--- src/wdfc_pkg.sv ---
package wdfc_pkg;

  // register word indices; byte address is four times the index
  localparam logic [7:0] IDX_CONTROL = 8'hA7;
  localparam logic [7:0] IDX_RELOAD = 8'hA8;
  localparam logic [7:0] IDX_FEED1 = 8'hA9;
  localparam logic [7:0] IDX_FEED2 = 8'hAA;
  localparam logic [7:0] IDX_STATUS = 8'hAB;
  localparam logic [7:0] IDX_MASK = 8'hAC;
  localparam logic [7:0] IDX_CFG = 8'hAD;
  localparam logic [7:0] IDX_COUNT = 8'hAE;

  // feed keys
  localparam logic [7:0] FEED1_KEY = 8'hA5;
  localparam logic [7:0] FEED2_KEY = 8'h5A;

  // reset values
  localparam logic [7:0] CTRL_RESET = 8'hE5;
  localparam logic [7:0] RELOAD_RESET = 8'hFF;
  localparam logic [1:0] CFG_RESET = 2'h0;
  localparam logic [1:0] STAT_RESET = 2'h0;
  localparam logic [1:0] MASK_RESET = 2'h0;

  // prescaler: tap period is the base shifted left by the tap select
  localparam int unsigned PRESC_W = 13;
  localparam logic [PRESC_W-1:0] PRESC_BASE = 13'h0020;

  // status bit positions
  localparam int unsigned STAT_UNDERFLOW = 0;
  localparam int unsigned STAT_BADFEED = 1;

  // AXI responses
  localparam logic [1:0] RESP_OKAY = 2'h0;
  localparam logic [1:0] RESP_SLVERR = 2'h2;

  // control register layout, bit 7 first
  typedef struct packed {
    logic [2:0] prescale_tap;
    logic [1:0] rsvd;
    logic run_control;
    logic timeout_flag;
    logic clock_select;
  } wdfc_ctrl_t;

  // fuse-like configuration bits
  typedef struct packed {
    logic safety_enable_cfg;
    logic reset_enable_cfg;
  } wdfc_cfg_t;

  typedef enum logic [1:0] {
    FEED_IDLE = 2'b01,
    FEED_ARMED = 2'b10
  } wdfc_feed_t;

endpackage : wdfc_pkg

--- src/wdfc_watchdog.sv ---
// The implementer's own choice: the AXI4-Lite register port.
`timescale 1ns/1ps
module wdfc_watchdog (
  input wire logic ref_clk,
  input wire logic rst_n,
  input wire logic [31:0] s_axi_awaddr,
  input wire logic [2:0] s_axi_awprot,
  input wire logic s_axi_awvalid,
  output logic s_axi_awready,
  input wire logic [31:0] s_axi_wdata,
  input wire logic [3:0] s_axi_wstrb,
  input wire logic s_axi_wvalid,
  output logic s_axi_wready,
  output logic [1:0] s_axi_bresp,
  output logic s_axi_bvalid,
  input wire logic s_axi_bready,
  input wire logic [31:0] s_axi_araddr,
  input wire logic [2:0] s_axi_arprot,
  input wire logic s_axi_arvalid,
  output logic s_axi_arready,
  output logic [31:0] s_axi_rdata,
  output logic [1:0] s_axi_rresp,
  output logic s_axi_rvalid,
  input wire logic s_axi_rready,
  output wdfc_pkg::wdfc_ctrl_t active_ctrl,
  output logic clock_select,
  output logic wdt_reset,
  output logic irq
);
  import wdfc_pkg::*;

  // returns {hit, index}; only the register words inside the map hit
  function automatic logic [8:0] decode(input logic [31:0] addr);
    logic hit;
    hit = (addr[31:10] == 22'h0) && (addr[1:0] == 2'h0) &&
          (addr[9:2] >= IDX_CONTROL) && (addr[9:2] <= IDX_COUNT);
    return {hit, addr[9:2]};
  endfunction : decode

  // bus slave state
  logic aw_full_q, aw_full_d;
  logic [31:0] awaddr_q, awaddr_d;
  logic w_full_q, w_full_d;
  logic [7:0] wdata_q, wdata_d;
  logic wlane_q, wlane_d;
  logic bvalid_q, bvalid_d;
  logic [1:0] bresp_q, bresp_d;
  logic rvalid_q, rvalid_d;
  logic [7:0] rdata_q, rdata_d;
  logic [1:0] rresp_q, rresp_d;
  logic wr_fire;
  logic [8:0] wr_dec;
  logic [8:0] rd_dec;

  // watchdog state
  wdfc_ctrl_t staged_q, staged_d;
  wdfc_ctrl_t act_q, act_d;
  wdfc_cfg_t cfg_q, cfg_d;
  wdfc_feed_t feed_q, feed_d;
  logic [7:0] reload_q, reload_d;
  logic [7:0] cnt_q, cnt_d;
  logic [PRESC_W-1:0] presc_q, presc_d;
  logic ctrl_pend_q, ctrl_pend_d;
  logic ctrl_once_q, ctrl_once_d;
  logic reload_once_q, reload_once_d;
  logic [1:0] status_q, status_d;
  logic [1:0] mask_q, mask_d;
  logic reset_q, reset_d;
  logic wr_en;
  logic [7:0] wr_idx;
  logic wd_mode;
  logic safety;
  logic feed_ok;
  logic bad_feed;
  logic underflow;
  logic flag_clr;
  logic [PRESC_W-1:0] tap_limit;

  assign wr_fire = aw_full_q && w_full_q && !bvalid_q;
  assign wr_dec = decode(awaddr_q);
  assign rd_dec = decode(s_axi_araddr);
  assign wr_en = wr_fire && wlane_q && wr_dec[8];
  assign wr_idx = wr_dec[7:0];
  assign wd_mode = cfg_q.reset_enable_cfg;
  assign safety = cfg_q.reset_enable_cfg && cfg_q.safety_enable_cfg;

  // handshake outputs straight from holding state
  assign s_axi_awready = !aw_full_q;
  assign s_axi_wready = !w_full_q;
  assign s_axi_arready = !rvalid_q;
  assign s_axi_bvalid = bvalid_q;
  assign s_axi_bresp = bresp_q;
  assign s_axi_rvalid = rvalid_q;
  assign s_axi_rresp = rresp_q;
  assign s_axi_rdata = {24'h00_0000, rdata_q};
  assign active_ctrl = act_q;
  assign clock_select = act_q.clock_select;
  assign wdt_reset = reset_q;
  assign irq = |(status_q & mask_q);

  // bus slave: address and data are held separately, write runs when both are in
  always_comb begin
    aw_full_d = aw_full_q;
    awaddr_d = awaddr_q;
    w_full_d = w_full_q;
    wdata_d = wdata_q;
    wlane_d = wlane_q;
    bvalid_d = bvalid_q;
    bresp_d = bresp_q;
    rvalid_d = rvalid_q;
    rdata_d = rdata_q;
    rresp_d = rresp_q;
    if (s_axi_awvalid && !aw_full_q) begin
      aw_full_d = 1'b1;
      awaddr_d = s_axi_awaddr;
    end
    if (s_axi_wvalid && !w_full_q) begin
      w_full_d = 1'b1;
      wdata_d = s_axi_wdata[7:0];
      wlane_d = s_axi_wstrb[0];
    end
    if (wr_fire) begin
      aw_full_d = 1'b0;
      w_full_d = 1'b0;
      bvalid_d = 1'b1;
      bresp_d = wr_dec[8] ? RESP_OKAY : RESP_SLVERR;
    end else if (bvalid_q && s_axi_bready) begin
      bvalid_d = 1'b0;
    end
    if (rvalid_q && s_axi_rready) begin
      rvalid_d = 1'b0;
    end
    // reads have no side effect, so they never disturb a feed
    if (s_axi_arvalid && !rvalid_q) begin
      rvalid_d = 1'b1;
      rresp_d = rd_dec[8] ? RESP_OKAY : RESP_SLVERR;
      case (rd_dec[7:0])
        IDX_CONTROL: rdata_d = {act_q.prescale_tap, 2'h0, act_q.run_control,
                                act_q.timeout_flag, act_q.clock_select};
        IDX_RELOAD: rdata_d = reload_q;
        IDX_STATUS: rdata_d = {6'h00, status_q};
        IDX_MASK: rdata_d = {6'h00, mask_q};
        IDX_CFG: rdata_d = {6'h00, cfg_q};
        IDX_COUNT: rdata_d = cnt_q;
        default: rdata_d = 8'h00;
      endcase
    end
  end

  always_ff @(posedge ref_clk or negedge rst_n) begin
    if (!rst_n) begin
      aw_full_q <= 1'b0;
      awaddr_q <= 32'h0000_0000;
      w_full_q <= 1'b0;
      wdata_q <= 8'h00;
      wlane_q <= 1'b0;
      bvalid_q <= 1'b0;
      bresp_q <= RESP_OKAY;
      rvalid_q <= 1'b0;
      rdata_q <= 8'h00;
      rresp_q <= RESP_OKAY;
    end else begin
      aw_full_q <= aw_full_d;
      awaddr_q <= awaddr_d;
      w_full_q <= w_full_d;
      wdata_q <= wdata_d;
      wlane_q <= wlane_d;
      bvalid_q <= bvalid_d;
      bresp_q <= bresp_d;
      rvalid_q <= rvalid_d;
      rdata_q <= rdata_d;
      rresp_q <= rresp_d;
    end
  end

  // feed sequencer, staged registers, down counter and flags
  always_comb begin
    feed_d = feed_q;
    ctrl_pend_d = ctrl_pend_q;
    ctrl_once_d = ctrl_once_q;
    reload_once_d = reload_once_q;
    staged_d = staged_q;
    reload_d = reload_q;
    cfg_d = cfg_q;
    mask_d = mask_q;
    status_d = status_q;
    act_d = act_q;
    cnt_d = cnt_q;
    presc_d = presc_q;
    feed_ok = 1'b0;
    bad_feed = 1'b0;
    underflow = 1'b0;
    flag_clr = 1'b0;
    tap_limit = (PRESC_BASE << act_q.prescale_tap) - 13'h0001;
    if (wr_en) begin
      case (wr_idx)
        IDX_FEED1: begin
          if (wdata_q == FEED1_KEY && feed_q == FEED_IDLE) begin
            feed_d = FEED_ARMED;
          end else begin
            bad_feed = 1'b1;
            feed_d = FEED_IDLE;
          end
        end
        IDX_FEED2: begin
          feed_d = FEED_IDLE;
          if (feed_q == FEED_ARMED && wdata_q == FEED2_KEY) begin
            feed_ok = 1'b1;
          end else begin
            bad_feed = 1'b1;
          end
        end
        default: begin
          // any other write breaks an armed feed or an owed feed
          bad_feed = (feed_q == FEED_ARMED) || ctrl_pend_q;
          feed_d = FEED_IDLE;
        end
      endcase
      case (wr_idx)
        IDX_CONTROL: begin
          if (!(safety && ctrl_once_q)) begin
            staged_d = wdata_q;
            staged_d.rsvd = 2'h0;
            ctrl_once_d = safety; // only writes made under safety use up the one write
            ctrl_pend_d = wd_mode;
            flag_clr = !wdata_q[1];
          end
        end
        IDX_RELOAD: begin
          if (!(safety && reload_once_q)) begin
            reload_d = wdata_q;
            reload_once_d = safety;
          end
        end
        IDX_STATUS: status_d = status_q & ~wdata_q[1:0];
        IDX_MASK: mask_d = wdata_q[1:0];
        // once safety is set the configuration is locked like a fuse
        IDX_CFG: cfg_d = safety ? cfg_q : wdfc_cfg_t'(wdata_q[1:0]);
        default: begin
        end
      endcase
    end
    if (feed_ok || bad_feed) begin
      ctrl_pend_d = 1'b0;
    end
    // timer mode tracks the staged value, watchdog mode waits for a feed
    if (!wd_mode || feed_ok) begin
      act_d.prescale_tap = staged_q.prescale_tap;
      act_d.run_control = staged_q.run_control;
      act_d.clock_select = staged_q.clock_select;
    end
    act_d.rsvd = 2'h0;
    if (safety) begin
      act_d.clock_select = 1'b1;
      act_d.run_control = 1'b1;
    end
    // counter: a feed parks the prescaler one below zero, the extra clock of the first period
    if (feed_ok) begin
      cnt_d = reload_q;
      presc_d = {PRESC_W{1'b1}};
    end else if (act_q.run_control) begin
      if (presc_q >= tap_limit && presc_q != {PRESC_W{1'b1}}) begin
        presc_d = {PRESC_W{1'b0}};
        if (cnt_q == 8'h00) begin
          underflow = 1'b1;
          cnt_d = reload_q;
        end else begin
          cnt_d = cnt_q - 8'h01;
        end
      end else begin
        presc_d = presc_q + 13'h0001;
      end
    end
    // the flag: set wins over any clear in the same cycle
    if (flag_clr || (feed_ok && wd_mode)) begin
      act_d.timeout_flag = 1'b0;
    end
    if (underflow) begin
      act_d.timeout_flag = 1'b1;
      status_d[STAT_UNDERFLOW] = 1'b1;
    end
    if (bad_feed && wd_mode) begin
      status_d[STAT_BADFEED] = 1'b1;
    end
    // timer mode drops bad feeds without any reset
    reset_d = wd_mode && (bad_feed || underflow);
  end

  always_ff @(posedge ref_clk or negedge rst_n) begin
    if (!rst_n) begin
      feed_q <= FEED_IDLE;
      ctrl_pend_q <= 1'b0;
      ctrl_once_q <= 1'b0;
      reload_once_q <= 1'b0;
      staged_q <= CTRL_RESET;
      act_q <= CTRL_RESET;
      reload_q <= RELOAD_RESET;
      cnt_q <= RELOAD_RESET;
      presc_q <= {PRESC_W{1'b0}};
      cfg_q <= CFG_RESET;
      status_q <= STAT_RESET;
      mask_q <= MASK_RESET;
      reset_q <= 1'b0;
    end else begin
      feed_q <= feed_d;
      ctrl_pend_q <= ctrl_pend_d;
      ctrl_once_q <= ctrl_once_d;
      reload_once_q <= reload_once_d;
      staged_q <= staged_d;
      act_q <= act_d;
      reload_q <= reload_d;
      cnt_q <= cnt_d;
      presc_q <= presc_d;
      cfg_q <= cfg_d;
      status_q <= status_d;
      mask_q <= mask_d;
      reset_q <= reset_d;
    end
  end

endmodule : wdfc_watchdog

--- config.mk ---
export PLATFORM = sky130hd
export DESIGN_NAME = wdfc_watchdog
export DESIGN_NICKNAME = d
export VERILOG_FILES = /design/src/wdfc_pkg.sv /design/src/wdfc_watchdog.sv
export SDC_FILE = /design/constraint.sdc
export NUM_CORES = 1
export LEC_CHECK = 0
export ABC_AREA = 1
export BUFFER_PORTS_ARGS = -buffer_cell sky130_fd_sc_hd__buf_2
export CAP_MARGIN = 40
export CORE_MARGIN = 1.5
export CORE_UTILIZATION = 52
export CTS_CLUSTER_DIAMETER = 80
export CTS_CLUSTER_SIZE = 12
export DETAILED_ROUTE_END_ITERATION = 8
export GPL_ROUTABILITY_DRIVEN = 0
export MAX_ROUTING_LAYER = met4
export PLACE_DENSITY = 0.8
export SYNTH_ARGS = -nofsm -noshare
export SYNTH_HDL_FRONTEND = slang
export SYNTH_SLANG_ARGS = --single-unit
--- constraint.sdc ---
create_clock -name ref_clk -period 2.3 [get_ports ref_clk]
set_input_delay 0.46 -clock ref_clk [delete_from_list [all_inputs] [get_ports ref_clk]]
set_output_delay 0.46 -clock ref_clk [all_outputs]
set_load 0.03 [all_outputs]
Word level (Yosys, flattened, before mapping):

Index checks and enable logic that the tools add are counted.

* $add $sub $neg: 3
* $mul: 0
* div/mod/pow operators: 0
* order comparisons: 5
* equality and inequality tests: 19
* shift operators: 1
* muxes and demuxes: 48
* bitwise logic cells: 6
* reduce and logical (&&, ||, !) cells: 63

Operator list (count)
* equality test 8 bit, second input constant: 14
* case mux 8 bit (6 select lines): 1
* zero test 22 bit: 2
* two-way mux 13 bit: 3
* two-way mux 1 bit: 33
* two-way mux 8 bit: 4
* nonzero test 2 bit: 14
* logical AND 1 bit: 24
* greater-or-equal comparator 8 bit, second input constant: 2
* <= comparator 8 bit, second input constant: 2
* adder 13 x 1 -> 13 bit, second input constant: 1
* greater-or-equal comparator 13 bit: 1
* inequality test 13 bit, second input constant: 1
* << shifter 6 x 3 -> 13 bit, first input constant: 1
* subtractor 13 x 1 -> 13 bit, second input constant: 1
* two-way mux 2 bit: 6
* AND reduction 3 bit: 4
* equality test 8 x 7 -> 1 bit, second input constant: 1
* zero test 8 bit: 1
* AND reduction 2 bit: 4
* subtractor 8 x 1 -> 8 bit, second input constant: 1
* zero test 1 bit: 6
* logical OR 1 bit: 5
* bitwise AND 2 bit: 2
* 8 further kinds: 11

* register bits after elaboration: 109
* bits in latches: 0
* bits in writable memories: 0
* ROM bits: 0
* bits of input ports: 113
* output and inout bits: 52
* word-level logic and storage cells: 175
* memories kept: 0

Logic depth before layout (Yosys ltp):

* word-level depth: 10
* mapped depth: 13
* mapped depth without buffers: 12

Least setup slack after synthesis:

OpenSTA, ideal clock, no wires.

* path kind: register -> register
* from: reg act_q (netlist bit active_ctrl[6])
* to: reg cnt_q[5]
* setup time: 0.061 ns
* arrival time: 2.155 ns
* required time: 2.239 ns
* setup slack: 0.084 ns
* cell stages (with the launch flop): 14
* path buffers: 1
* clock period less this slack: 2.216 ns
* cells stage by stage: dfstp_2 -> clkbuf_1 -> a21oi_1 -> ha_1 -> nand2_1 -> nor2_1 -> nand2_1 -> nor2_1 -> nor2_1 -> nand2_1 -> nand3_2 -> nand2_2 -> nand3_1 -> nand2_1

* cells in the longest elaborated chain, start to end: 6

Ends and longest elaborated chain
* start: declaration: RTL line wdfc_watchdog.sv:57 `wdfc_ctrl_t act_q, act_d;`
* start signal: assignment: RTL line wdfc_watchdog.sv:310 `act_q <= act_d;`
* << shifter 6 x 3 -> 13 bit: RTL line wdfc_watchdog.sv:194 `tap_limit = (PRESC_BASE << act_q.prescale_tap) - 13'h0001;`
* subtractor 13 x 1 -> 13 bit: RTL line wdfc_watchdog.sv:194
* greater-or-equal comparator 13 bit: RTL line wdfc_watchdog.sv:262 `if (presc_q >= tap_limit && presc_q != {PRESC_W{1'b1}}) begin`
* logical AND 1 bit: RTL line wdfc_watchdog.sv:262
* nonzero test 2 bit (no source line)
* AND reduction 2 bit (no source line)
* end signal: assignment: RTL line wdfc_watchdog.sv:312 `cnt_q <= cnt_d;`
* end: declaration: RTL line wdfc_watchdog.sv:61 `logic [7:0] cnt_q, cnt_d;`

Every way passes these cells.
A chain may end at the register's enable or synchronous reset.

Worst setup path after layout:

* from: reg act_q (netlist bit active_ctrl[7])
* to: reg cnt_q[4]

Same word-level chain as after synthesis.

==> metrics.md <==
| Metric | Value |
|---|---|
| Count of pins on the block boundary | `between 150 and 200` |
| CTS tree | `done` |
| Starting utilization of the core area | `0.5300` |
| Detailed Routing Iterations Pass 1 | `5` |
| Number of pins with negative max-slew slack in the final report | `0` |
| Max Clk Rate | `456.2 MHz` |
| Synth Area in Simple Gates | `0.2406` |
| Final Hold Slack | `130.5 ps` |
| Critical path data arrival time | `2500 ps` |
| Tightest Pin Transition | `556.8 ps` |
| Number of nets with antenna violations after detailed routing | `0` |
| Final Skew | `roughly 16 ps` |
| Inst Count DP | `~900` |
| Global-route wire length before repair | `~21 mm` |
| Cell family contributing the most delay on the critical path | `simple AND/OR/NAND/NOR gates` |
| Slew Limit Headroom | `0.6288` |
| Depth of the worst register-to-register path | `13` |
| Result of the run | `complete, no violations` |
| Combinational cell fraction of total power | `0.258` |
| Critical Path RT | `2610 ps` |
| CTS sink cnt | `107` |
| Mux cell area share after synthesis | `0.05709` |
| Type of the worst setup path | `reg -> reg` |
| Critical Path Max Stage Delay | `570 ps` |
| Post-layout minimum cycle time | `2192 ps` |
| Final worst path period share | `0.9531` |
| Total buffers and inverters traversed by the critical path | `1` |
| Post-synth cell types | `38` |
| Cell at the slowest stage of the critical path | `sky130_fd_sc_hd__dfstp_2` |
| CP max FO | `10` |
| Number of antenna cells inserted | `0` |
| Gr ovfl total | `0` |
| Largest buffer count on any clock path | `2` |
| Share of the yosys chip area belonging to registers | `0.4740` |
| Largest family of logic cells by synthesized area | `simple AND/OR/NAND/NOR gates` |
| Vertical die dimension | `107.9 µm` |
| Static power due to leakage | `around 3.2 nW` |
| Cells taking the most area after synthesis | `sky130_fd_sc_hd__dfrtp_1 (35%), sky130_fd_sc_hd__dfstp_2 (12%), sky130_fd_sc_hd__nand2_1 (9.6%)` |
| Post-synthesis adder-cell area fraction | `0.02406` |
| Final-report setup violation count | `0` |
| Register clock-pin slew on the reported worst setup and hold paths | `100 ps` |
| R2R Path End | `cnt_q[4]$_DFFE_PN1P_` |
| Global router's overall resource usage | `0.2339` |
| Post-synthesis average cell area | `approximately 8.6 µm²` |
| Critical Path Sink Type | `flop` |
| Routed via count divided by cell count | `approximately 5.3` |
| NumNets Final | `about 900` |
| Proportion of power drawn by flip-flops and latches | `0.521` |
| Hold Path Class | `in -> async` |
| Syn-to-layout area delta | `13.50%` |
| Maximum number of pins on one net before global-route repair | `108` |
| Ys Warns | `0` |
| HPWL after DPL | `9.455 mm` |
| Sum of negative setup slack | `0 ps` |
| Root buffer cell | `sky130_fd_sc_hd__clkbuf_8` |
| Clock insertion delay at the later pin of the skew report | `370 ps` |
| Number of synthesized register bits | `107` |
| Final Hold Violating Endpoints | `0` |
| Proportion of netlist area held by the largest area contributor | `0.3500` |
| Setup slack at placement | `~33 ps` |
| Internal power component | `3.193 mW` |
| Clock H-tree levels | `3` |
| Net switching power | `1.684 mW` |
| Hold-fix buffers at CTS | `0` |
| Gate count after technology mapping | `between 600 and 700` |
| Number of max-capacitance violations reported | `0` |
| Part of the power in the clock network | `0.221` |
| Worst IR drop on VDD | `0.6811 mV` |
| Clock buffers created by TritonCTS | `9` |
| Fraction of final layout cells with drive strength greater than 1 | `0.2767` |
| Slack of the worst reg-to-reg path | `between 100 and 150 ps` |
| Initial antenna violation count | `0` |
| Footprint of the flip-flops and latches | `2711 µm²` |
| Initial detailed-routing violation count | `~260` |
| Cell breakdown of the critical path | `clkbuf_2, nand2_1, ha_1, nand2_1, nor2_1, nand2_1, nor2_1, nor2_1, nand2_2, nand3_4, nand2_4, nand3_1, nand2_1` |
| Port-buffer cells | `103` |
| Row count | `38` |
| Drt total wl | `12.79 mm` |
| Compound-cell area share of the yosys netlist | `0.09164` |
| Die ar. | `11640 µm²` |
| DRC Markers | `0` |
| Average detailed-routed wire length per instance | `13.94 µm` |
| Number of filler instances in the final layout | `961` |
| Footprint of the multi-input gates | `roughly 2600 µm²` |
| Worst setup slack after layout | `107.9 ps` |
| Xor and xnor area share after synthesis | `0.02143` |
| Number of cells in the finished layout apart from fillers | `917` |
| Cell area power density | `751.1 nW/µm²` |
| CORE AREA | `10790 µm²` |
| Die outline width | `roughly 110 µm` |
| Switching share of total power | `0.3453` |
| Crit. Startpoint | `active_ctrl[7]$_DFFE_PN1P_` |
| Worst r2r src | `active_ctrl[7]$_DFFE_PN1P_` |
| Leading cell types in the layout, fill and taps excluded | `sky130_fd_sc_hd__nand2_1 (143), sky130_fd_sc_hd__buf_2 (102), sky130_fd_sc_hd__dfrtp_1 (80)` |
| Fin util | `0.6016` |
| Total standard cell area after synthesis | `between 5000 and 6000 µm²` |
| Setup crit start kind | `flop` |
| Routed vias | `4846` |
| Most common cell after layout, fill and taps aside | `sky130_fd_sc_hd__nand2_1` |
| Area leader, netlist | `sky130_fd_sc_hd__dfrtp_1` |
| Worst path most repeated cell | `sky130_fd_sc_hd__nand2_1` |
| Number of global-route vias before repair | `4652` |
## registers in the layout (all words and copies together), names as in the netlist, 2 cells and up
signal,cells
active_ctrl,5
awaddr_q,32
cnt_q,8
feed_q,2
mask_q,2
presc_q,13
rdata_q,8
reload_q,8
staged_q,5
status_q,2
wdata_q,8
## cell families (layout without fill, tap and decap cells)
family,Yosys count,count (layout)
AO/OA/AOI/OAI,92,92
XOR/XNOR,14,14
adder cells (fa/ha/maj),11,11
buffers and inverters,104,187
flip-flops,107,107
multiplexers,29,29
other,2,29
AND/OR/NAND/NOR,308,308
## power groups by stage
| stage | registers, mW | logic [mW] | clock network [mW] |
|---|---|---|---|
| finish | 2.54 | 1.26 | 1.08 |
| global route | 2.59 | 1.41 | 1.17 |
| global placement | 2.54 | 1.22 | 0 |
| floorplan | 2.56 | 0.926 | 0 |
| CTS | 2.54 | 1.27 | 1.11 |
| detailed placement | 2.58 | 1.26 | 0 |
## Yosys cell counts (all sizes together)
library cell / count
a211oi: 1
a21o: 1
a21oi: 29
a22o: 1
and2: 1
and3: 1
buf: 38
clkbuf: 6
conb: 2
dfrtp: 80
dfstp: 27
ha: 11
inv: 60
mux2: 29
nand2: 149
nand3: 58
nand4: 12
nor2: 65
nor3: 11
nor3b: 3
nor4: 8
o211ai: 1
o21ai: 51
o21bai: 7
o22ai: 1
xnor2: 3
xor2: 11
## per-layer routing
layer / up-vias / global-route usage / wire length, µm
met5: - / - / 0
met4: 0 / 0.05169 / 146
met3: 13 / 0.05327 / 1048
met2: 208 / 0.3963 / 6155
met1: 2279 / 0.2872 / 5437
li1: 2346 / - / -
## how the worst max path moves through the flow
| stage | to | depth (start not counted) | slack, ps |
|---|---|---|---|
| 2_1_floorplan | cnt_q[5]$_DFFE_PN1P_ | 13 | 80 |
| 6_report | cnt_q[4]$_DFFE_PN1P_ | 13 | 110 |
| 3_3_place_gp | cnt_q[6]$_DFFE_PN1P_ | 12 | 100 |
| 5_1_grt | cnt_q[7]$_DFFE_PN1P_ | 13 | -10 |
| 3_5_place_dp | cnt_q[7]$_DFFE_PN1P_ | 12 | 30 |
| 4_1_cts | cnt_q[7]$_DFFE_PN1P_ | 12 | 9 |
## through the flow
stage	instance area, µm²	total power [mW]
floorplan	5822	3.491
global placement	6284	3.758
detailed placement	6284	3.845
CTS	6460	4.917
global route	6492	5.176
finish	6492	4.876
## repair_timing
item	CTS	global route
resized for setup	0	5
setup buffers	0	2
endpoints found under the setup margin	0	17
## final cells by class
cell class	count	area share
sequential	107	0.4176
multi-input combinational	483	0.4030
timing repair buffer	111	0.09058
inverter	60	0.03469
tap	140	0.02698
clock buffer	10	0.01966
clock inverter	6	0.007516
Note: power is estimated with default switching activity, not from simulation.
